===== src/ispb_pkg.sv =====
// Shared constants for the interrupt state and priority bank.
package ispb_pkg;

    // ------------------------------------------------------------------
    // Sizing
    // ------------------------------------------------------------------
    localparam int NUM_IRQ    = 64;
    localparam int NUM_WORDS  = NUM_IRQ / 32;
    localparam int PRIO_WORDS = NUM_IRQ / 4;
    localparam int PRIO_BITS  = 3;
    localparam int ADR_W      = 12;
    localparam int ID_W       = 6;

    // Security option present in this build.
    localparam logic SEC_IMPL = 1'b1;

    // ------------------------------------------------------------------
    // Register map (byte addresses)
    // ------------------------------------------------------------------
    localparam logic [ADR_W-1:0] REG_CTRL     = 12'h000;
    localparam logic [ADR_W-1:0] REG_EN_SET   = 12'h100;
    localparam logic [ADR_W-1:0] REG_EN_CLR   = 12'h180;
    localparam logic [ADR_W-1:0] REG_PEND_SET = 12'h200;
    localparam logic [ADR_W-1:0] REG_PEND_CLR = 12'h280;
    localparam logic [ADR_W-1:0] REG_ACTIVE   = 12'h300;
    localparam logic [ADR_W-1:0] REG_TARGET   = 12'h380;
    localparam logic [ADR_W-1:0] REG_PRIO     = 12'h400;
    localparam logic [ADR_W-1:0] REG_PRIO_END = 12'h5dc;

    // ------------------------------------------------------------------
    // Fields and reset values
    // ------------------------------------------------------------------
    localparam int              CTRL_NONSECURE_PRIORITY_SHIFT_BIT = 0;
    localparam logic [7:0]      PRIO_MASK     = 8'(8'hff << (8 - PRIO_BITS));
    localparam logic [7:0]      NS_PRIO_BASE  = 8'h80;
    localparam logic [NUM_IRQ-1:0] IRQ_ARR_RST = 64'h0;
    localparam logic [31:0]     WORD_RST      = 32'h0;
    localparam logic [ID_W-1:0] LAST_IRQ      = 6'h3f;

endpackage


===== src/ispb_prio_if.sv =====
// Connection between the bank logic and its priority store.
`timescale 1ns/100ps
`default_nettype none
interface ispb_prio_if;
    logic        wr_en;
    logic [3:0]  wr_word;
    logic [3:0]  wr_be;
    logic [31:0] wr_data;
    logic [3:0]  ra_word;
    logic [31:0] ra_data;
    logic [3:0]  rb_word;
    logic [31:0] rb_data;

    modport mem (
        input  wr_en, wr_word, wr_be, wr_data, ra_word, rb_word,
        output ra_data, rb_data
    );
    modport ctl (
        output wr_en, wr_word, wr_be, wr_data, ra_word, rb_word,
        input  ra_data, rb_data
    );
endinterface
`default_nettype wire


===== src/ispb_prio_mem.sv =====
// Priority store: byte-writable words with two registered read ports.
`timescale 1ns/100ps
`default_nettype none
module ispb_prio_mem
    import ispb_pkg::*;
(
    // Clock and reset
    input  wire logic   clk,
    input  wire logic   srst,
    // Store access
    ispb_prio_if.mem    port
);

    typedef struct packed {
        logic [PRIO_WORDS-1:0][31:0] words;
        logic [31:0]                 ra;
        logic [31:0]                 rb;
    } ispb_mem_state_t;

    ispb_mem_state_t q;
    ispb_mem_state_t d;

    // ------------------------------------------------------------------
    // Next state
    // ------------------------------------------------------------------
    always_comb begin
        d = q;
        for (int l = 0; l < 4; l++) begin
            if (port.wr_en && port.wr_be[l]) begin
                d.words[port.wr_word][8*l +: 8] = port.wr_data[8*l +: 8] & PRIO_MASK;
            end
        end
        d.ra = q.words[port.ra_word];
        d.rb = q.words[port.rb_word];
    end

    always_ff @(posedge clk) begin
        if (srst) begin
            q <= '0;
        end else begin
            q <= d;
        end
    end

    assign port.ra_data = q.ra;
    assign port.rb_data = q.rb;

endmodule
`default_nettype wire


===== src/ispb_bank.sv =====
// Interrupt state and priority bank with a Wishbone register slave.
`timescale 1ns/100ps
`default_nettype none
module ispb_bank
    import ispb_pkg::*;
(
    // Clock and reset
    input  wire logic               CLOCK_IN,
    input  wire logic               SRST_IN,
    // Wishbone slave
    input  wire logic               WB_CYC_IN,
    input  wire logic               WB_STB_IN,
    input  wire logic               WB_WE_IN,
    input  wire logic [ADR_W-1:0]   WB_ADR_IN,
    input  wire logic [3:0]         WB_SEL_IN,
    input  wire logic [31:0]        WB_DAT_IN,
    input  wire logic               WB_NONSEC_IN,
    output logic                    WB_ACK_OUT,
    output logic [31:0]             WB_DAT_OUT,
    // Peripheral request lines
    input  wire logic [NUM_IRQ-1:0] IRQ_LINES_IN,
    // Processor core
    input  wire logic               TAKE_IN,
    input  wire logic [ID_W-1:0]    TAKE_ID_IN,
    input  wire logic               DONE_IN,
    input  wire logic [ID_W-1:0]    DONE_ID_IN,
    output logic                    IRQ_REQ_OUT,
    output logic [ID_W-1:0]         IRQ_ID_OUT,
    output logic [7:0]              IRQ_PRIO_OUT
);

    // ------------------------------------------------------------------
    // State
    // ------------------------------------------------------------------
    typedef struct packed {
        logic [NUM_IRQ-1:0] enable;
        logic [NUM_IRQ-1:0] pending;
        logic [NUM_IRQ-1:0] active;
        logic [NUM_IRQ-1:0] target;
        logic               nonsecure_priority_shift;
        logic               busy;
        logic               ack;
        logic [31:0]        rdata;
        logic [ID_W-1:0]    scan_idx;
        logic [ID_W-1:0]    eval_idx;
        logic               eval_vld;
        logic               best_vld;
        logic [ID_W-1:0]    best_id;
        logic [7:0]         best_prio;
        logic               req;
        logic [ID_W-1:0]    req_id;
        logic [7:0]         req_prio;
    } ispb_state_t;

    ispb_state_t q;
    ispb_state_t d;

    ispb_prio_if pif ();

    ispb_prio_mem u_prio_mem (
        .clk  (CLOCK_IN),
        .srst (SRST_IN),
        .port (pif)
    );

    // ------------------------------------------------------------------
    // Helpers
    // ------------------------------------------------------------------

    // Expands four byte flags into a 32-bit bit mask.
    function automatic logic [31:0] lane_mask(input logic [3:0] lanes);
        lane_mask = {{8{lanes[3]}}, {8{lanes[2]}}, {8{lanes[1]}}, {8{lanes[0]}}};
    endfunction

    // True when the address falls in the 16-word group starting at base.
    function automatic logic in_group(input logic [ADR_W-1:0] adr,
                                      input logic [ADR_W-1:0] base);
        in_group = (adr[ADR_W-1:6] == base[ADR_W-1:6]);
    endfunction

    // Reads 32-bit word n of a per-interrupt array; absent words are zero.
    function automatic logic [31:0] word_get(input logic [NUM_IRQ-1:0] arr,
                                             input logic [3:0]         n);
        word_get = WORD_RST;
        if (32'(n) < NUM_WORDS) begin
            word_get = arr[32*n[0] +: 32];
        end
    endfunction

    // Places a 32-bit mask at word n of a per-interrupt array.
    function automatic logic [NUM_IRQ-1:0] word_put(input logic [31:0] bits,
                                                    input logic [3:0]  n);
        word_put = IRQ_ARR_RST;
        if (32'(n) < NUM_WORDS) begin
            word_put[32*n[0] +: 32] = bits;
        end
    endfunction

    // Priority seen by the arbiter after the non-secure shift.
    function automatic logic [7:0] eff_prio(input logic [7:0] p,
                                            input logic       ns,
                                            input logic       shift);
        eff_prio = (ns && shift) ? (NS_PRIO_BASE | {1'b0, p[7:1]}) : p;
    endfunction

    // ------------------------------------------------------------------
    // Address decode
    // ------------------------------------------------------------------
    logic                   req_go;
    logic                   nonsec;
    logic [3:0]             grp_word;
    logic [ADR_W-1:0]       prio_off;
    logic [6:0]             prio_idx;
    logic                   hit_ctrl;
    logic                   hit_en_set;
    logic                   hit_en_clr;
    logic                   hit_pend_set;
    logic                   hit_pend_clr;
    logic                   hit_active;
    logic                   hit_target;
    logic                   hit_prio;
    logic                   prio_in_range;
    logic [NUM_IRQ-1:0]     vis;
    logic [3:0]             lane_vis;
    logic [31:0]            wmask;
    logic [NUM_IRQ-1:0]     wbits;
    logic                   wr_now;

    always_comb begin
        req_go        = WB_CYC_IN && WB_STB_IN && !q.busy && !q.ack;
        nonsec        = SEC_IMPL && WB_NONSEC_IN;
        grp_word      = WB_ADR_IN[5:2];
        prio_off      = WB_ADR_IN - REG_PRIO;
        prio_idx      = prio_off[8:2];
        hit_ctrl      = (WB_ADR_IN[ADR_W-1:2] == REG_CTRL[ADR_W-1:2]);
        hit_en_set    = in_group(WB_ADR_IN, REG_EN_SET);
        hit_en_clr    = in_group(WB_ADR_IN, REG_EN_CLR);
        hit_pend_set  = in_group(WB_ADR_IN, REG_PEND_SET);
        hit_pend_clr  = in_group(WB_ADR_IN, REG_PEND_CLR);
        hit_active    = in_group(WB_ADR_IN, REG_ACTIVE);
        hit_target    = in_group(WB_ADR_IN, REG_TARGET);
        hit_prio      = (WB_ADR_IN >= REG_PRIO) && (WB_ADR_IN <= REG_PRIO_END);
        prio_in_range = hit_prio && (32'(prio_idx) < PRIO_WORDS);
        // Non-secure callers only see interrupts aimed at non-secure state.
        vis           = nonsec ? q.target : ~IRQ_ARR_RST;
        lane_vis      = vis[4*prio_idx[3:0] +: 4];
        wmask         = WB_DAT_IN & lane_mask(WB_SEL_IN);
        wbits         = word_put(wmask, grp_word) & vis;
        wr_now        = q.busy && WB_WE_IN;
    end

    // ------------------------------------------------------------------
    // Priority store ports
    // ------------------------------------------------------------------
    assign pif.ra_word = prio_idx[3:0];
    assign pif.wr_en   = wr_now && prio_in_range;
    assign pif.wr_word = prio_idx[3:0];
    assign pif.wr_be   = WB_SEL_IN & lane_vis;
    assign pif.wr_data = WB_DAT_IN;
    assign pif.rb_word = q.scan_idx[ID_W-1:2];

    // ------------------------------------------------------------------
    // Next state
    // ------------------------------------------------------------------
    logic               take_hit;
    logic [NUM_IRQ-1:0] act_n;
    logic [NUM_IRQ-1:0] pend_n;
    logic [7:0]         cand_raw;
    logic [7:0]         cand_eff;
    logic               cand_ok;
    logic               b_vld;
    logic [ID_W-1:0]    b_id;
    logic [7:0]         b_prio;

    always_comb begin
        d        = q;
        act_n    = q.active;
        pend_n   = q.pending;
        cand_raw = 8'h00;
        cand_eff = 8'h00;
        cand_ok  = 1'b0;
        b_vld    = q.best_vld;
        b_id     = q.best_id;
        b_prio   = q.best_prio;
        take_hit = TAKE_IN && q.req && (TAKE_ID_IN == q.req_id);

        // ------------------------------------------------------------------
        // Bus handshake
        // ------------------------------------------------------------------
        // A request is taken, worked on for one cycle, then acknowledged for
        // one cycle. No new request is taken during the work or ack cycle,
        // so a request still held in its ack cycle does not act twice; one held past it acts again.
        d.busy = req_go;
        d.ack  = q.busy;

        // ------------------------------------------------------------------
        // State arrays
        // ------------------------------------------------------------------
        // Enable array, set and clear views share one copy.
        if (wr_now && hit_en_set) begin
            d.enable = q.enable | wbits;
        end
        if (wr_now && hit_en_clr) begin
            d.enable = q.enable & ~wbits;
        end

        // Active: core entry sets it, core exit clears it.
        if (DONE_IN) begin
            act_n[DONE_ID_IN] = 1'b0;
        end
        if (TAKE_IN) begin
            act_n[TAKE_ID_IN] = 1'b1;
        end
        d.active = act_n;

        // Pending: software and entry clears first, then sets win; a line sets only an interrupt that is not active.
        if (wr_now && hit_pend_clr) begin
            pend_n = pend_n & ~wbits;
        end
        if (TAKE_IN) begin
            pend_n[TAKE_ID_IN] = 1'b0;
        end
        if (wr_now && hit_pend_set) begin
            pend_n = pend_n | wbits;
        end
        // A line pends its interrupt whether or not it is enabled.
        pend_n  = pend_n | (IRQ_LINES_IN & ~act_n);
        d.pending = pend_n;

        // Target bits and shift control: secure writers only.
        if (wr_now && hit_target && SEC_IMPL && !nonsec) begin
            d.target = (q.target & ~word_put(lane_mask(WB_SEL_IN), grp_word))
                     | word_put(wmask, grp_word);
        end
        if (wr_now && hit_ctrl && SEC_IMPL && !nonsec && WB_SEL_IN[0]) begin
            d.nonsecure_priority_shift = WB_DAT_IN[CTRL_NONSECURE_PRIORITY_SHIFT_BIT];
        end

        // ------------------------------------------------------------------
        // Read data
        // ------------------------------------------------------------------
        // Captured in the work cycle, so a read sees the arrays as they
        // stood before any write of the same cycle.
        if (q.busy) begin
            d.rdata = WORD_RST;
            if (hit_en_set || hit_en_clr) begin
                d.rdata = word_get(q.enable & vis, grp_word);
            end else if (hit_pend_set || hit_pend_clr) begin
                d.rdata = word_get(q.pending & vis, grp_word);
            end else if (hit_active) begin
                d.rdata = word_get(q.active & vis, grp_word);
            end else if (hit_target && SEC_IMPL && !nonsec) begin
                d.rdata = word_get(q.target, grp_word);
            end else if (prio_in_range) begin
                d.rdata = pif.ra_data & lane_mask(lane_vis);
            end else if (hit_ctrl && SEC_IMPL && !nonsec) begin
                d.rdata[CTRL_NONSECURE_PRIORITY_SHIFT_BIT] = q.nonsecure_priority_shift;
            end
        end

        // ------------------------------------------------------------------
        // Arbiter sweep
        // ------------------------------------------------------------------
        // One interrupt is examined per cycle, so a full sweep takes 64.
        d.scan_idx = q.scan_idx + 6'h01;
        d.eval_idx = q.scan_idx;
        d.eval_vld = 1'b1;
        if (q.eval_vld) begin
            if (q.eval_idx == '0) begin
                b_vld = 1'b0;
            end
            cand_raw = pif.rb_data[8*q.eval_idx[1:0] +: 8];
            cand_eff = eff_prio(cand_raw, q.target[q.eval_idx], q.nonsecure_priority_shift);
            // Only enabled pending interrupts compete.
            cand_ok  = q.pending[q.eval_idx] && q.enable[q.eval_idx];
            // Strictly lower wins, so ties go to the lower number.
            if (cand_ok && (!b_vld || cand_eff < b_prio)) begin
                b_vld  = 1'b1;
                b_id   = q.eval_idx;
                b_prio = cand_eff;
            end
            d.best_vld  = b_vld;
            d.best_id   = b_id;
            d.best_prio = b_prio;
        end

        // ------------------------------------------------------------------
        // Offer to the core
        // ------------------------------------------------------------------
        // An offer whose interrupt has lost its pending or enable state is
        // withdrawn at once, so a stale sweep result can never make the core
        // take a disabled or already cleared interrupt.
        if (take_hit || !(pend_n[q.req_id] && d.enable[q.req_id])) begin
            d.req = 1'b0;
        end
        if (q.eval_vld && q.eval_idx == LAST_IRQ) begin
            d.req      = b_vld && pend_n[b_id] && d.enable[b_id]
                      && !(TAKE_IN && TAKE_ID_IN == b_id);
            d.req_id   = b_id;
            d.req_prio = b_prio;
        end
    end

    // ------------------------------------------------------------------
    // Registers
    // ------------------------------------------------------------------
    always_ff @(posedge CLOCK_IN) begin
        if (SRST_IN) begin
            q <= '0;
        end else begin
            q <= d;
        end
    end

    // ------------------------------------------------------------------
    // Outputs
    // ------------------------------------------------------------------
    assign WB_ACK_OUT   = q.ack;
    assign WB_DAT_OUT   = q.rdata;
    assign IRQ_REQ_OUT  = q.req;
    assign IRQ_ID_OUT   = q.req_id;
    assign IRQ_PRIO_OUT = q.req_prio;

endmodule
`default_nettype wire


===== config.mk =====
export PLATFORM = sky130hd
export DESIGN_NAME = ispb_bank
export DESIGN_NICKNAME = d
export VERILOG_FILES = /design/src/ispb_pkg.sv /design/src/ispb_prio_if.sv /design/src/ispb_prio_mem.sv /design/src/ispb_bank.sv
export SDC_FILE = /design/constraint.sdc
export NUM_CORES = 2
export LEC_CHECK = 0
export BUFFER_PORTS_ARGS = -buffer_cell sky130_fd_sc_hd__clkbuf_2
export CAP_MARGIN = 20
export CORE_MARGIN = 2
export CORE_UTILIZATION = 40
export CTS_CLUSTER_DIAMETER = 40
export DETAILED_ROUTE_END_ITERATION = 10
export SETUP_SLACK_MARGIN = 0.05
export SYNTH_ARGS = -nofsm -noshare
export SYNTH_HDL_FRONTEND = slang
export SYNTH_SLANG_ARGS = --single-unit

===== constraint.sdc =====
create_clock -name CLOCK_IN -period 7.8 [get_ports CLOCK_IN]
set_clock_uncertainty 0.2 [all_clocks]
set_input_delay 1.56 -clock CLOCK_IN [delete_from_list [all_inputs] [get_ports CLOCK_IN]]
set_output_delay 1.56 -clock CLOCK_IN [all_outputs]
set_load 0.01 [all_outputs]

Yosys cells after proc, flatten, opt, wreduce, memory -nomap -nowiden --
Index checks and enable logic that the tools add are counted.
Storage, ports and cells: bits in registers 910, bits of input ports 132, word-level logic and storage cells 219
Cells by class: $add $sub $neg 3, $lt $le $gt $ge 15, eq/ne operators 9, shift operators 9, muxes and demuxes 74, bitwise logic cells 25, reduce and logical (&&, ||, !) cells 49
Operator list (count):
- $bwmux W512 | 4
- $mux W512 | 4
- $and A64 B64 Y64 | 12
- $mux W64 | 12
- $demux W32 S4 | 4
- $mux W32 | 11
- $not A64 Y64 | 5
- $or A64 B64 Y64 | 5
- $bmux W32 S4 | 2
- $shiftx A64 B7 Y32 | 4
- $shiftx A32 B34 Y64 | 2
- $and A32 B32 Y32 | 2
- $shift A32 B34 Y64 const A | 1
- $shiftx A64 B7 Y4 | 1
- $mux W31 | 2
- $bmux W1 S6 | 7
- $logic_and A1 B1 Y1 | 36
- $lt A6 B7 Y1 const B | 5
- $neg A6 Y34 | 1
- $mux W8 | 4
- $shiftx A32 B6 Y8 | 1
- $mux W15 | 2
- $eq A6 B4 Y1 const B | 4
- $mux W24 | 1
- 23 further kinds | 52

Depth between registers and ports, before layout --
word-level depth 21, depth in mapped cells 26

Cells and area by module --
A second synthesis with hierarchy kept.
Unflattened totals: cells, all modules 4025, area, all modules 33238.1 um^2
Modules (own cells, without submodules):
- ispb_bank | times used 1, cells an instance 2695, area each 21501.9 um^2, seq. area each 6686.4 um^2
- ispb_prio_mem | times used 1, cells an instance 1330, area each 11736.3 um^2, seq. area each 4324.1 um^2

Worst setup path before layout --
No wires, ideal clock.
kind reg-to-reg, start point register q[31] (netlist bit), end point register q (netlist bit IRQ_REQ_OUT), setup time 101 ps, arrival 5972 ps, slack 1527 ps, cell stages (with the launch flop) 25, buffers on the path 7, period minus slack after synthesis 6273 ps, cells stage by stage dfxtp_1 > clkbuf_1 > buf_2 > buf_2 > buf_1 > mux4_2 > mux4_2 > mux2_2 > o211ai_1 > mux2_2 > ha_1 > o21a_1 > o211ai_1 > a21oi_1 > o21ai_0 > nand2_1 > mux2i_1 > buf_2 > buf_2 > buf_4 > mux2i_1 > o22ai_1 > nor3_1 > nor3_1 > o41ai_1
On the way: cells in the longest elaborated chain, start to end 15, elaborated cells between the ends (all ways) 35, classes of those cells order compare (1); eq/ne (2); shift (1); mux (18); reduce/logical (13)
RTL lines:
- start, declared | RTL line ispb_bank.sv:55 | ispb_state_t q;
- start signal, assigned | RTL line ispb_bank.sv:309 | q <= '0;
- start signal, assigned | RTL line ispb_bank.sv:311 | q <= d;
- $bmux W1 S6 | RTL line ispb_bank.sv:273 | cand_eff = eff_prio(cand_raw, q.target[q.eval_idx], q.nonsecure_priority_shift);
- $mux W1 (implied by the code) | RTL line ispb_bank.sv:273
- $logic_and A1 B1 Y1 | RTL line ispb_bank.sv:103 | eff_prio = (ns && shift) ? (NS_PRIO_BASE | {1'b0, p[7:1]}) : p;
- $mux W8 | RTL line ispb_bank.sv:103
- $lt A8 B8 Y1 | RTL line ispb_bank.sv:277 | if (cand_ok && (!b_vld || cand_eff < b_prio)) begin
- $logic_or A1 B1 Y1 | RTL line ispb_bank.sv:277
- $logic_and A1 B1 Y1 | RTL line ispb_bank.sv:277
- $mux W6 | RTL line ispb_bank.sv:277
- $mux W6 | RTL line ispb_bank.sv:268 | if (q.eval_vld) begin
- $bmux W1 S6 | RTL line ispb_bank.sv:297 | d.req = b_vld && pend_n[b_id] && d.enable[b_id]
- $mux W1 (implied by the code) | RTL line ispb_bank.sv:297
- $logic_and A1 B1 Y1 (2 in a row) | RTL line ispb_bank.sv:297
- $logic_and A1 B1 Y1 | RTL line ispb_bank.sv:298 | && !(TAKE_IN && TAKE_ID_IN == b_id);
- $mux W15 | RTL line ispb_bank.sv:296 | if (q.eval_vld && q.eval_idx == LAST_IRQ) begin
Parallel ways exist; a longest one is shown, timed or not. The select of a mux whose other input is x is not followed. A chain may end at the register's enable or synchronous reset.

Worst setup path after layout --
Same ends and word-level chain as after synthesis.

==> qor.csv <==
metric,value,unit
status,"complete, but fails checks",
violated checks,design-rule violations,
Worst-Margin Slew,1.18,ns
Starting Density,40.2,%
hold_buf cts,0,
CTS H-tree lvls,3,
Rel. slew slack,21.3,%
io pins,180,
Crit path required time,8.16,ns
period utilisation layout,85.7,%
Die ar.,79700,µm²
CP max stage delay,0.88,ns
filler instances,7459,
PortBufs,177,
Via Count,28784,
type of the worst setup path,reg -> reg,
Worst setup SP type,flop,
Area Overhead vs Synth,15.6,%
post-synthesis average cell area,8.67,µm²
final antenna-violating net count,0,
Fmax,150,MHz
gpl congestion,0.994,
worst hold path class,reg -> reg,
drt via density,6.12,
Initial DRC Count,3543,
"area leader, netlist",dfxtp_1,
total design power,7.89,mW
Total GRT Usage,29.3,%
synthesized flop and latch total,550,
first-pass GRT wire length,175000,µm
routed wire length,119000,µm
"Seq/Total Area, Yosys",35.6,%
RSZ-0062 raised after global routing,no,
top-area cell type share of the netlist area,35.6,%
Num CTS Buffers,101,
Congestion Overflow GR,0,
Max-Cap Viols,0,
die height,282,µm
Root Driver,clkbuf_16,
CP Cell Sequence,mux4_2 > mux4_2 > mux2_2 > o211ai_1 > buf_4 > mux2_2 > ha_1 > o21a_1 > o211ai_1 > a21oi_1 > o21ai_0 > nand2_1 > buf_4 > mux2i_1 > mux2i_1 > a2111oi_0 > nor4bb_1 > o41ai_1,
critical path endpoint category,flop,
largest net degree at the start of global routing,123,
Synth cell types,67,
Worst EP arrival,7.05,ns
Post-Route Setup TNS,0,ns
Placeable Area,77100,µm²
vias in the first global route,26665,
drt pass-1 iters,11,
Synth warnings,0,
"Top FF cell, synth",dfxtp_1,
# rows,102,
final setup vio count,0,
Clock Path Buffers,3,
Syn Inst Count,3572,
"count leader, synth",dfxtp_1,
Async SR Flop Fraction,0,%
peak supply drop,0.159,mV
Worst-path clk slew,0.05,ns
leakage power,13.3,nW
Final Util,46.5,%
post-CTS setup buffers,0,
nets,3713,
Area contributors post-synth,"dfxtp_1 (36%), mux4_2 (14%), a21oi_1 (8.1%)",
slowest CP cell,dfxtp_4,
DRC,2,
synth cell count leaders,"dfxtp_1 (550), a21oi_1 (499), nand2_1 (473)",
"CP delay by family, top",multiplexers,
Syn Std Cell Area,31000,µm²
sum of buffers and inverters on the critical path,2,
dpl hpwl,83500,µm
CTS tree,built,
final-report max-slew violation count,0,
layout cells sized above 1,18.2,%
worst skew pair latency,0.67,ns
post-CTS sizing,0,
Post-synth EDFFs,0,
drt wl/cell,25.3,µm
final count of hold timing violations,0,
initial antenna violation count,11,
Tmin final,6.69,ns
critical path peak fanout,44,
die width,282,µm
clock sink total,550,
Power Density,220,nW/µm²
[flip-flops by register name, indices dropped and copies added (netlist names), 6 cells and up]
name and flops:
IRQ_PRIO_OUT 8, WB_DAT_OUT 32, u_prio_mem.port.ra_data 12, q 279, d 7, IRQ_ID_OUT 6, u_prio_mem.q 192, u_prio_mem.port.rb_data 12
[per-stage QoR]
step / setup slack, ns / instance area [µm²] / hold WS, ns / instances
after floorplan: 1.53 / 31000 / 0.226 / 3574
after global placement: 1.25 / 32200 / 0.205 / 4509
after detailed placement: 1.21 / 32200 / 0.213 / 4509
after CTS: 1.17 / 35800 / 0.222 / 4700
after global routing: 0.846 / 35800 / 0.249 / 4703
final: 1.11 / 35800 / 0.206 / 4705
[power breakdown]
group / leakage [nW] / switching, mW / internal (mW)
clock network: 1.70 / 1.64 / 2.89
registers: 4.45 / 0.0412 / 2.85
logic: 7.18 / 0.320 / 0.153
[placed cells by master (no fill, tap or decap), types with 13 or more instances in the layout]
| master | n |
|---|---|
| dfxtp_1 | 547 |
| nand2b_1 | 48 |
| a311oi_1 | 13 |
| clkbuf_2 | 174 |
| a22oi_1 | 16 |
| mux2_2 | 27 |
| buf_4 | 56 |
| a221o_1 | 41 |
| o211a_1 | 18 |
| clkbuf_16 | 103 |
| mux4_2 | 190 |
| mux2i_1 | 220 |
| a211o_1 | 18 |
| a211oi_1 | 29 |
| o22ai_1 | 24 |
| nand3_1 | 135 |
| nor2b_1 | 16 |
| nand2_1 | 473 |
| clkinv_2 | 14 |
| o21a_1 | 16 |
| o21ai_0 | 148 |
| clkinvlp_4 | 18 |
| nor2_1 | 386 |
| and3_1 | 22 |
| a221oi_1 | 32 |
| a21oi_1 | 499 |
| and2_1 | 128 |
[worst reg2reg max path: stages, from the launching register on]
cell and delay (ns):
dfxtp_4 0.88, mux4_2 0.62, mux4_2 0.54, mux2_2 0.28
o211ai_1 0.17, buf_4 0.20, mux2_2 0.38, ha_1 0.28
o21a_1 0.11, o211ai_1 0.07, a21oi_1 0.11, o21ai_0 0.09
nand2_1 0.15, buf_4 0.38, mux2i_1 0.59, mux2i_1 0.20
a2111oi_0 0.79, nor4bb_1 0.16, o41ai_1 0.39
[final cells by class]
cell class / count / area, µm² / share of cell area [%]
Sequential cell: 550 / 11000 / 30.8
Multi-Input combinational cell: 2672 / 18500 / 51.7
Antenna cell: 4 / 10.0 / 0.0279
Tap cell: 1040 / 1300 / 3.63
Timing Repair Buffer: 234 / 1370 / 3.82
Clock inverter: 71 / 782 / 2.18
Clock buffer: 120 / 2760 / 7.71
Inverter: 14 / 52.6 / 0.147
[cells by family after synthesis]
kind of cell | count (synthesis) | share of synthesized area (%)
DFF | 550 | 35.6
AOI/OAI and AO/OA | 921 | 17.9
and+or+nand+nor | 1286 | 18.9
buffers and inverters | 352 | 4.92
muxes | 438 | 21.9
xor gates and xnor gates | 16 | 0.452
adders and majority gates | 8 | 0.323
other | 1 | 0.0121
[routing by layer]
| metal | wire length, µm | track usage (%) | up-vias |
|---|---|---|---|
| met5 | 79 | 0 | - |
| met4 | 7160 | 16.2 | 12 |
| met3 | 11000 | 6.95 | 334 |
| met2 | 53300 | 45.4 | 1455 |
| met1 | 47600 | 37.7 | 14021 |
| li1 | - | - | 12962 |
[worst paths after layout]
kind	from	slack (ns)	to	depth (start not counted)
worst max-delay path	q[31]$_SDFF_PP0_	1.11	IRQ_REQ_OUT$_SDFFE_PP0P_	18
worst min-delay path	WB_ACK_OUT$_SDFF_PP0_	0.21	d[75]$_SDFF_PP0_	1
worst max register to register	q[31]$_SDFF_PP0_	1.11	IRQ_REQ_OUT$_SDFFE_PP0P_	18
worst min register to register	WB_ACK_OUT$_SDFF_PP0_	0.21	d[75]$_SDFF_PP0_	1
Note: power is estimated with default switching activity, not from simulation.
